$ cat config.mk
export PLATFORM = sky130hd
export DESIGN_NAME = mrq_decode_queue
export DESIGN_NICKNAME = d
export VERILOG_FILES = /design/src/mrq_pkg.sv /design/src/mrq_decode_queue.sv
export SDC_FILE = /design/constraint.sdc
export NUM_CORES = 1
export LEC_CHECK = 0
export ABC_AREA = 1
export BUFFER_PORTS_ARGS = -buffer_cell sky130_fd_sc_hd__clkbuf_2
export CAP_MARGIN = 20
export CORE_UTILIZATION = 40
export DETAILED_ROUTE_END_ITERATION = 10
export PLACE_DENSITY = 0.68
export SETUP_SLACK_MARGIN = 0.5
export SYNTH_ARGS = -nofsm -noshare
export SYNTH_HDL_FRONTEND = slang
export SYNTH_SLANG_ARGS = --single-unit
$ cat constraint.sdc
create_clock -name clk_sys -period 17.7 [get_ports clk_sys]
set_input_delay 3.54 -clock clk_sys [delete_from_list [all_inputs] [get_ports clk_sys]]
set_output_delay 3.54 -clock clk_sys [all_outputs]
set_load 0.01 [all_outputs]
$ cat src/mrq_pkg.sv
// mrq_pkg: constants, encodings and carrier types of the memory request decode queue.
// assumes a single 40 MHz clock and a backplane whose bus cycle spans four clk_sys ticks.
package mrq_pkg;
	localparam int CLK_MHZ = 40;
	localparam int CLK_PERIOD_NS = 1000 / CLK_MHZ;
	localparam int QUEUE_DEPTH = 4;
	// queue pointers: two wrapping bits plus a lap bit that tells full from empty
	localparam int PTR_W = 3;
	// received address fields
	localparam int IO_SPACE_BIT = 27;
	localparam int CTRL_SEL_BIT = 1;
	localparam int LEVEL_LSB = 11;
	localparam int ROM_SEL_BIT = 10;
	// register byte addresses on the AXI4-Lite port
	localparam logic [7:0] CTRL_OFS = 8'h00;
	localparam logic [7:0] START_OFS = 8'h04;
	localparam logic [7:0] STATUS_OFS = 8'h08;
	// control register fields
	localparam int CHIP16K_BIT = 0;
	localparam int INTERLEAVE_BIT = 1;
	localparam int ODD_CTRL_BIT = 2;
	localparam int RAW_SIZE_LSB = 4;
	localparam int LEVEL_FLD_LSB = 8;
	localparam logic [11:0] CTRL_RESET = 12'h000;
	localparam logic [12:0] START_RESET = 13'h0000;
	// tag, function, destination and confirmation encodings
	localparam logic [1:0] TAG_CMD = 2'h1;
	localparam logic [1:0] TAG_WDATA = 2'h2;
	localparam logic [3:0] FN_READ = 4'h1;
	localparam logic [3:0] FN_EXT_READ = 4'h2;
	localparam logic [3:0] FN_WRITE = 4'h3;
	localparam logic [3:0] FN_EXT_WRITE = 4'h4;
	localparam logic [3:0] FN_ILK_READ = 4'h5;
	localparam logic [3:0] FN_ILK_WRITE = 4'h6;
	localparam logic [1:0] DEST_NONE = 2'h0;
	localparam logic [1:0] DEST_ARRAY = 2'h1;
	localparam logic [1:0] DEST_CFG = 2'h2;
	localparam logic [1:0] DEST_ROM = 2'h3;
	localparam logic [1:0] CONF_ACK = 2'h0;
	localparam logic [1:0] CONF_NORESP = 2'h1;
	localparam logic [1:0] CONF_BUSY = 2'h2;
	localparam logic [1:0] CONF_ERROR = 2'h3;
	localparam logic [1:0] RESP_OKAY = 2'h0;
	localparam logic [1:0] RESP_SLVERR = 2'h2;

	typedef enum logic [3:0] {
		PH_T0 = 4'b0001,
		PH_T1 = 4'b0010,
		PH_T2 = 4'b0100,
		PH_T3 = 4'b1000
	} mrq_phase_t;

	typedef enum logic [2:0] {
		CY_IDLE = 3'b001,
		CY_DRAIN = 3'b010,
		CY_BUSY = 3'b100
	} mrq_cycle_t;

	// one format as seen on the backplane information lines
	typedef struct packed {
		logic [1:0] tag;
		logic parity_ok;
		logic [3:0] func;
		logic [3:0] mask;
		logic [27:0] addr;
		logic [31:0] data;
	} mrq_rx_t;

	typedef struct packed {
		logic is_cmd;
		logic [3:0] func;
		logic [1:0] dest;
		logic abort;
		logic [31:0] word;
	} mrq_entry_t;

	typedef struct packed {
		logic awvalid;
		logic [7:0] awaddr;
		logic wvalid;
		logic [31:0] wdata;
		logic [3:0] wstrb;
		logic bready;
		logic arvalid;
		logic [7:0] araddr;
		logic rready;
	} mrq_axi_req_t;

	typedef struct packed {
		logic awready;
		logic wready;
		logic bvalid;
		logic [1:0] bresp;
		logic arready;
		logic rvalid;
		logic [31:0] rdata;
		logic [1:0] rresp;
	} mrq_axi_rsp_t;
endpackage : mrq_pkg

$ cat src/mrq_decode_queue.sv
// mrq_decode_queue: destination decode, address check and translation, four-entry
// command queue and memory cycle launch for a backplane memory controller.
// assumes rx is stable for the T3 tick and that the cycle logic pulses mem_done.
`timescale 1ns/1ps
module mrq_decode_queue import mrq_pkg::*; #(
	parameter logic [11:0] IO_BASE_HI = 12'h000
) (
	input wire logic clk_sys,
	input wire logic reset,
	input wire mrq_rx_t rx,
	input wire logic mem_done,
	input wire mrq_axi_req_t axi_req,
	output mrq_axi_rsp_t axi_rsp,
	output logic [1:0] conf_code,
	output logic conf_valid,
	output logic cycle_go_pulse,
	output logic mem_busy,
	output logic [3:0] cyc_func,
	output logic [1:0] cyc_dest,
	output logic [27:0] addr_reg,
	output logic [31:0] file_data,
	output logic file_data_abort,
	output logic file_data_valid
);
	typedef struct packed {
		mrq_phase_t phase;
		mrq_cycle_t cyst;
		mrq_rx_t rx_lat;
		mrq_entry_t [QUEUE_DEPTH-1:0] slots;
		logic [PTR_W-1:0] wptr;
		logic [PTR_W-1:0] rptr;
		logic [1:0] write_data_pending_count;
		logic refuse;
		logic [1:0] drain_left;
		logic [1:0] conf;
		logic conf_v;
		logic go;
		logic busy;
		logic [3:0] func;
		logic [1:0] dest;
		logic [27:0] areg;
		logic [31:0] fdata;
		logic fabort;
		logic fvalid;
		logic [11:0] cfg_ctrl;
		logic [12:0] cfg_start;
		logic aw_got;
		logic [7:0] aw_addr;
		logic w_got;
		logic [31:0] w_data;
		logic [3:0] w_strb;
		mrq_axi_rsp_t rsp;
	} mrq_state_t;

	mrq_state_t s_q, s_d;

	// formats a function needs in the queue, command included
	function automatic logic [2:0] need_of(input logic [3:0] fn);
		case (fn)
			FN_WRITE, FN_ILK_WRITE: need_of = 3'd2;
			FN_EXT_WRITE: need_of = 3'd3;
			default: need_of = 3'd1;
		endcase
	endfunction : need_of

	function automatic logic [31:0] merge_bytes(input logic [31:0] old_v,
		input logic [31:0] new_v, input logic [3:0] strb);
		logic [31:0] r;
		r = old_v;
		for (int i = 0; i < 4; i++) begin
			if (strb[i]) begin
				r[i*8 +: 8] = new_v[i*8 +: 8];
			end
		end
		merge_bytes = r;
	endfunction : merge_bytes

	logic chip16k, interleave, odd_ctrl;
	logic [3:0] raw_array_size, bus_request_level;
	logic [6:0] size_chip, corrected_array_size;
	logic [13:0] upper_bound, rx_unit;
	logic [19:0] array_addr;
	logic ctrl_match, array_hit, io_hit, func_ok, fits;
	logic [1:0] dest_dec;
	logic [PTR_W-1:0] used;
	logic [2:0] free_space;
	logic q_empty, q_full, deq_cmd, enq_adv;
	mrq_entry_t head, new_entry;
	logic [31:0] status_word, rd_word;
	logic rd_hit;

	always_comb begin
		chip16k = s_q.cfg_ctrl[CHIP16K_BIT];
		interleave = s_q.cfg_ctrl[INTERLEAVE_BIT];
		odd_ctrl = s_q.cfg_ctrl[ODD_CTRL_BIT];
		raw_array_size = s_q.cfg_ctrl[RAW_SIZE_LSB +: 4];
		bus_request_level = s_q.cfg_ctrl[LEVEL_FLD_LSB +: 4];
		size_chip = chip16k ? {1'b0, raw_array_size, 2'b00} : {3'b000, raw_array_size};
		corrected_array_size = interleave ? {size_chip[5:0], 1'b0} : size_chip;
		upper_bound = {1'b0, s_q.cfg_start} + {7'h00, corrected_array_size};
		rx_unit = {1'b0, s_q.rx_lat.addr[26:14]};
		ctrl_match = !interleave || (s_q.rx_lat.addr[CTRL_SEL_BIT] == odd_ctrl);
		array_hit = (rx_unit >= {1'b0, s_q.cfg_start}) && (rx_unit < upper_bound) && ctrl_match;
		// translation by chip size and interleave
		case ({chip16k, interleave})
			2'b10: array_addr = s_q.rx_lat.addr[19:0];
			2'b11: array_addr = {s_q.rx_lat.addr[20:2], s_q.rx_lat.addr[0]};
			2'b00: array_addr = {4'h0, s_q.rx_lat.addr[17:16], s_q.rx_lat.addr[13:0]};
			default: array_addr = {4'h0, s_q.rx_lat.addr[18:16], s_q.rx_lat.addr[13:2],
				s_q.rx_lat.addr[0]};
		endcase
		io_hit = (s_q.rx_lat.addr[26:15] == IO_BASE_HI)
			&& (s_q.rx_lat.addr[LEVEL_LSB +: 4] == bus_request_level);
		if (s_q.rx_lat.addr[IO_SPACE_BIT]) begin
			dest_dec = !io_hit ? DEST_NONE : (s_q.rx_lat.addr[ROM_SEL_BIT] ? DEST_ROM : DEST_CFG);
		end else begin
			dest_dec = array_hit ? DEST_ARRAY : DEST_NONE;
		end
		case (s_q.rx_lat.func)
			FN_READ, FN_ILK_READ: func_ok = 1'b1;
			FN_EXT_READ, FN_EXT_WRITE: func_ok = (dest_dec == DEST_ARRAY);
			FN_WRITE, FN_ILK_WRITE: func_ok = (dest_dec == DEST_ARRAY)
				|| ((dest_dec == DEST_CFG) && (s_q.rx_lat.mask == 4'hf));
			default: func_ok = 1'b0;
		endcase
		used = s_q.wptr - s_q.rptr;
		free_space = 3'(QUEUE_DEPTH) - used;
		q_empty = (s_q.wptr == s_q.rptr);
		q_full = (used == PTR_W'(QUEUE_DEPTH));
		fits = (need_of(s_q.rx_lat.func) <= free_space) && !s_q.refuse;
		head = s_q.slots[s_q.rptr[1:0]];
		deq_cmd = (s_q.phase == PH_T1) && (s_q.cyst == CY_IDLE) && !q_empty;
		new_entry.is_cmd = (s_q.write_data_pending_count == 2'd0);
		new_entry.func = s_q.rx_lat.func;
		new_entry.dest = dest_dec;
		new_entry.abort = (s_q.rx_lat.tag != TAG_WDATA) || !s_q.rx_lat.parity_ok;
		if (s_q.write_data_pending_count != 2'd0) begin
			new_entry.word = s_q.rx_lat.data;
		end else if (s_q.rx_lat.addr[IO_SPACE_BIT]) begin
			new_entry.word = {4'h0, s_q.rx_lat.addr};
		end else begin
			new_entry.word = {12'h000, array_addr};
		end
		status_word = {9'h000, corrected_array_size, 2'b00, s_q.write_data_pending_count,
			s_q.refuse, s_q.busy, q_empty, q_full, 1'b0, s_q.rptr, 1'b0, s_q.wptr};
		rd_hit = 1'b1;
		case (axi_req.araddr)
			CTRL_OFS: rd_word = {20'h00000, s_q.cfg_ctrl};
			START_OFS: rd_word = {19'h00000, s_q.cfg_start};
			STATUS_OFS: rd_word = status_word;
			default: begin
				rd_word = 32'h00000000;
				rd_hit = 1'b0;
			end
		endcase
	end

	always_comb begin
		s_d = s_q;
		enq_adv = 1'b0;
		s_d.go = 1'b0;
		s_d.conf_v = 1'b0;
		s_d.fvalid = 1'b0;
		case (s_q.phase)
			PH_T0: s_d.phase = PH_T1;
			PH_T1: s_d.phase = PH_T2;
			PH_T2: s_d.phase = PH_T3;
			PH_T3: s_d.phase = PH_T0;
			default: s_d.phase = PH_T0;
		endcase
		if (s_q.phase == PH_T3) begin
			s_d.rx_lat = rx;
		end
		if ((s_q.phase == PH_T1) && (s_q.rx_lat.tag != 2'h0)) begin
			// slot written, pointer only on success
			// a full queue's write slot is the head entry, so it is left alone
			if (!q_full) begin
				s_d.slots[s_q.wptr[1:0]] = new_entry;
			end
			s_d.conf_v = 1'b1;
			if (s_q.write_data_pending_count != 2'd0) begin
				enq_adv = 1'b1;
				s_d.conf = new_entry.abort ? CONF_ERROR : CONF_ACK;
				s_d.write_data_pending_count = (s_q.rx_lat.tag == TAG_WDATA)
					? s_q.write_data_pending_count - 2'd1 : 2'd0;
			end else if (s_q.rx_lat.tag != TAG_CMD) begin
				s_d.conf = CONF_NORESP;
			end else if (!s_q.rx_lat.parity_ok) begin
				s_d.conf = CONF_ERROR;
			end else if (dest_dec == DEST_NONE) begin
				s_d.conf = CONF_NORESP;
			end else if (!func_ok) begin
				s_d.conf = CONF_ERROR;
			end else if (!fits) begin
				s_d.conf = CONF_BUSY;
				s_d.refuse = 1'b1;
			end else begin
				enq_adv = 1'b1;
				s_d.conf = CONF_ACK;
				s_d.write_data_pending_count = 2'(need_of(s_q.rx_lat.func) - 3'd1);
			end
		end
		if (enq_adv) begin
			s_d.wptr = s_q.wptr + PTR_W'(1);
		end
		case (s_q.cyst)
			CY_IDLE: begin
				if (deq_cmd) begin
					// take the command, load address register
					s_d.rptr = s_q.rptr + PTR_W'(1);
					// a refusal raised at this same T1 survives the dequeue
					s_d.refuse = s_d.refuse && !s_q.refuse;
					s_d.func = head.func;
					s_d.dest = head.dest;
					s_d.areg = head.word[27:0];
					s_d.drain_left = 2'(need_of(head.func) - 3'd1);
					if (need_of(head.func) == 3'd1) begin
						s_d.go = 1'b1;
						s_d.busy = 1'b1;
						s_d.cyst = CY_BUSY;
					end else begin
						s_d.cyst = CY_DRAIN;
					end
				end
			end
			CY_DRAIN: begin
				if ((s_q.phase == PH_T1) && !q_empty) begin
					s_d.rptr = s_q.rptr + PTR_W'(1);
					s_d.refuse = s_d.refuse && !s_q.refuse;
					s_d.fdata = head.word;
					s_d.fabort = head.abort;
					s_d.fvalid = 1'b1;
					s_d.drain_left = s_q.drain_left - 2'd1;
					if (s_q.drain_left == 2'd1) begin
						s_d.go = 1'b1;
						s_d.busy = 1'b1;
						s_d.cyst = CY_BUSY;
					end
				end
			end
			CY_BUSY: begin
				if (mem_done) begin
					s_d.busy = 1'b0;
					s_d.cyst = CY_IDLE;
				end
			end
			default: s_d.cyst = CY_IDLE;
		endcase
		// AXI4-Lite write channel: address and data in either order
		if (axi_req.awvalid && s_q.rsp.awready) begin
			s_d.aw_got = 1'b1;
			s_d.aw_addr = axi_req.awaddr;
		end
		if (axi_req.wvalid && s_q.rsp.wready) begin
			s_d.w_got = 1'b1;
			s_d.w_data = axi_req.wdata;
			s_d.w_strb = axi_req.wstrb;
		end
		if (s_q.aw_got && s_q.w_got && !s_q.rsp.bvalid) begin
			s_d.aw_got = 1'b0;
			s_d.w_got = 1'b0;
			s_d.rsp.bvalid = 1'b1;
			s_d.rsp.bresp = RESP_OKAY;
			case (s_q.aw_addr)
				CTRL_OFS: s_d.cfg_ctrl = 12'(merge_bytes({20'h00000, s_q.cfg_ctrl},
					s_q.w_data, s_q.w_strb));
				START_OFS: s_d.cfg_start = 13'(merge_bytes({19'h00000, s_q.cfg_start},
					s_q.w_data, s_q.w_strb));
				STATUS_OFS: s_d.rsp.bresp = RESP_OKAY;
				default: s_d.rsp.bresp = RESP_SLVERR;
			endcase
		end else if (s_q.rsp.bvalid && axi_req.bready) begin
			s_d.rsp.bvalid = 1'b0;
		end
		s_d.rsp.awready = !s_d.aw_got && !s_d.rsp.bvalid;
		s_d.rsp.wready = !s_d.w_got && !s_d.rsp.bvalid;
		if (axi_req.arvalid && s_q.rsp.arready) begin
			s_d.rsp.rvalid = 1'b1;
			s_d.rsp.rdata = rd_word;
			s_d.rsp.rresp = rd_hit ? RESP_OKAY : RESP_SLVERR;
		end else if (s_q.rsp.rvalid && axi_req.rready) begin
			s_d.rsp.rvalid = 1'b0;
		end
		s_d.rsp.arready = !s_d.rsp.rvalid;
	end

	always_ff @(posedge clk_sys or posedge reset) begin
		if (reset) begin
			s_q <= '0;
			s_q.phase <= PH_T0;
			s_q.cyst <= CY_IDLE;
			s_q.cfg_ctrl <= CTRL_RESET;
			s_q.cfg_start <= START_RESET;
		end else begin
			s_q <= s_d;
		end
	end

	assign axi_rsp = s_q.rsp;
	assign conf_code = s_q.conf;
	assign conf_valid = s_q.conf_v;
	assign cycle_go_pulse = s_q.go;
	assign mem_busy = s_q.busy;
	assign cyc_func = s_q.func;
	assign cyc_dest = s_q.dest;
	assign addr_reg = s_q.areg;
	assign file_data = s_q.fdata;
	assign file_data_abort = s_q.fabort;
	assign file_data_valid = s_q.fvalid;
endmodule : mrq_decode_queue

==> flow_metrics.tcl <==
set metrics [dict create \
    vias 15400 \
    io_pins 245 \
    cts_setup_buffers 0 \
    worstMarginPinSlew_ps 1110 \
    antenna_found_initial 2 \
    clock-sinks 396 \
    irDropWorstVdd_v 0.0000797 \
    worstSetupEndpointType "flip-flop" \
    synthCells 2283 \
    portBuffers 210 \
    syn_area_per_cell_um2 8.42 \
    ant_nets 0 \
    synth_area_leaders "dfrtp_1, nand2_1, o21ai_0, buf_4, inv_1" \
    reg2reg_to "s_q[193]" \
    path_cells "inv_1 > nor2_1 > inv_1 > o22ai_1 > inv_1 > fa_1 > o21ai_2 > a21oi_1 > o21bai_1 > nand2_1 > a21oi_2 > nand3_1 > nor3_1 > xor2_1 > ha_1 > and3_1 > nand2_1 > nand2_1 > nand2_1 > a21oi_1 > inv_1 > nand4_2 > xor2_1" \
    yosys.area.top_type "dfrtp_1" \
    clockBufferDepth 3 \
    regMostFlops "s_q" \
    hp-start "file_data[21]" \
    synth.yosys.seq_area_share_pct 51.5 \
    crit_path_start_kind "flip-flop" \
    yosysWarnings 0 \
    die-width_um 221 \
    slew_headroom_pct 26.2 \
    pwr-share-clk_pct 34.1 \
    holdWs_ps 469 \
    fin_crit_sh_pct 27.4 \
    clock.fmax_ghz 0.206 \
    fin_crit_ps 4860 \
    rsz0062_at_grt "no" \
    p_sw_share_pct 32.3 \
    gp_congestion 0.881 \
    area_delta_synth_final_pct 11.5 \
    viasPerCell 5.14 \
    finalSetupViolCount 0 \
    fin_setup_tns_ps 0 \
    cp_max_fo 10 \
    reg2reg_slack_ps 12840 \
    required_ps 18150 \
    numCtsBuffers 43 \
    crit_arrival_ps 5300 \
    nets 2538 \
    start_util_pct 41.0 \
    dieArea_mm2 0.0490 \
    synthArstFlopShare_pct 100 \
    yosysTopAreaCellShare_pct 51.3 \
    tritoncts "built" \
    netlist_area_mm2 0.0192 \
    synth_flop_cell "dfrtp_1" \
    p_total_mw 2.64 \
    synth_edf_count 0 \
    layout-drive-gt1-share_pct 15.3 \
    layout_common_cells "nand2_1, dfrtp_1, o21ai_0" \
    place_hpwl_um 34600 \
    route.detailed.drc 0 \
    drt_iter0_drc 1240 \
    h-tree-depth 2 \
    clk_latency_ps 570 \
    avgRoutedWirePerCell_um 17.2 \
    p_sw_mw 0.851 \
    cts-root-buf "clkbuf_16" \
    drv_cap 0 \
    diodes 0 \
    cpPeakStageDelay_ps 670 \
    internal_power_mw 1.79 \
    final_common_cell "nand2_1" \
    largest_reg_flops 267 \
    hp-class "reg2reg" \
    postCtsHoldBufs 0 \
    combPwrFrac_pct 22.9 \
    wl_um 51700 \
    grt_max_degree 180 \
    power_density_mw_per_mm2 123 \
    leakagePower_nw 11.0 \
    ctsResizeCount 0 \
    hold_viol_final 0 \
    grt_pass1_wl_um 82100 \
    rr_worst_depth 23 \
    die_y_um 221 \
    skew_ps 19.8 \
    synthDistinctLibCells 56 \
    drv_slew 0 \
    whs_endpoint "file_data[21]" \
    status "complete, no violations" \
    reg2reg_from "interleave" \
    path_clk_slew_ps 60 \
    rows 79 \
    ys_seq_elements 396 \
    critical_path_class "reg2reg" \
    dr.pass1.iters 8 \
    hold_depth 2 \
    seqPwrFrac_pct 43.0 \
    grt-ovfl-total 0 \
    cp_slowest_cell "dfrtp_1" \
    coreArea_mm2 0.0470 \
    grt_pass1_vias 14900 \
    grtUsageTotal_pct 21.1 \
]
routing by layer:
layer | up-vias | wire length [µm] | global-route usage, %
met2 | 515 | 23600 | 33.5
met4 | 2 | 1510 | 7.38
li1 | 7388 | - | -
met1 | 7412 | 22900 | 28.4
met3 | 93 | 3620 | 4.47
met5 | - | 13 | 0
cell type report:
class	count	area [µm²]
Clock inverter	9	123
Fill cell	4518	25500
Sequential cell	396	9910
Timing Repair Buffer	227	1230
Inverter	172	654
Tap cell	607	759
Clock buffer	68	1280
Multi-Input combinational cell	1520	7480
power groups by stage:
stage	registers [mW]	clock network, mW	logic [mW]
CTS	1.13	0.926	0.606
floorplan	1.11	0	0.470
global route	1.15	0.957	0.686
finish	1.13	0.900	0.604
detailed placement	1.15	0	0.602
global placement	1.14	0	0.584
cell usage after synthesis, types with 2 or more instances:
cell / n
nand4_1: 13
inv_2: 11
o21bai_1: 2
o311ai_0: 4
nand3b_1: 2
and3_1: 2
nor3_4: 3
nor3_1: 16
o21ai_0: 218
a22o_1: 6
dfrtp_1: 394
xnor2_1: 6
buf_1: 4
o22ai_1: 48
nor4_1: 6
fa_1: 2
o21ai_2: 2
a21oi_1: 85
nand2_2: 4
a32oi_1: 2
mux2_2: 41
o211ai_1: 3
o221ai_1: 4
dfstp_2: 2
nand3_1: 30
o21a_1: 7
nor2_1: 152
or2_2: 2
buf_2: 14
buf_6: 2
nand2_1: 760
o21ai_1: 7
a31oi_1: 4
buf_4: 117
ha_1: 45
a211oi_1: 3
clkbuf_1: 70
xor2_1: 14
inv_1: 159
worst max-delay path: cells and delay by family, from the launching register on:
kind | cells | cell delay [ps]
simple gates | 9 | 1280
fa+ha+maj | 2 | 720
xor+xnor | 2 | 380
buf+inv | 4 | 650
compound gates | 6 | 1020
flops | 1 | 670
per-stage QoR:
| stage | util (%) | cell area (µm²) | worst slack, ps | std cells |
|---|---|---|---|---|
| 4_1_cts | 45.6 | 21400 | 12800 | 2998 |
| 6_report | 45.7 | 21400 | 12840 | 2999 |
| 3_5_place_dp | 42.6 | 20000 | 12200 | 2921 |
| 2_1_floorplan | - | 19300 | 3150 | 2295 |
| 5_1_grt | 45.7 | 21400 | 12590 | 2999 |
| 3_3_place_gp | 42.6 | 20000 | 12250 | 2920 |
cells by family (layout without fill, tap and decap cells):
family | count (synthesis) | in the layout | share of synthesized area [%]
other cells | 1 | 13 | 0.0195
mux | 42 | 42 | 2.45
compound gates | 401 | 401 | 11.5
buf+inv | 379 | 476 | 9.86
fa+ha+maj | 47 | 47 | 3.14
xor+xnor | 20 | 20 | 0.911
flops | 396 | 396 | 51.5
simple gates | 997 | 997 | 20.6
how the worst max path moves through the flow:
stage	start	endpoint	slack [ps]	cells past startpoint
final	interleave	s_q[193]	12840	23
after global routing	interleave	s_q[193]	12590	23
after CTS	reset	file_data[26]	12800	3
after detailed placement	reset	addr_reg[10]	12200	3
after global placement	reset	addr_reg[11]	12250	3
after floorplan	reset	addr_reg[0]	3150	1
No activity file was read; power rests on OpenSTA's default activity.
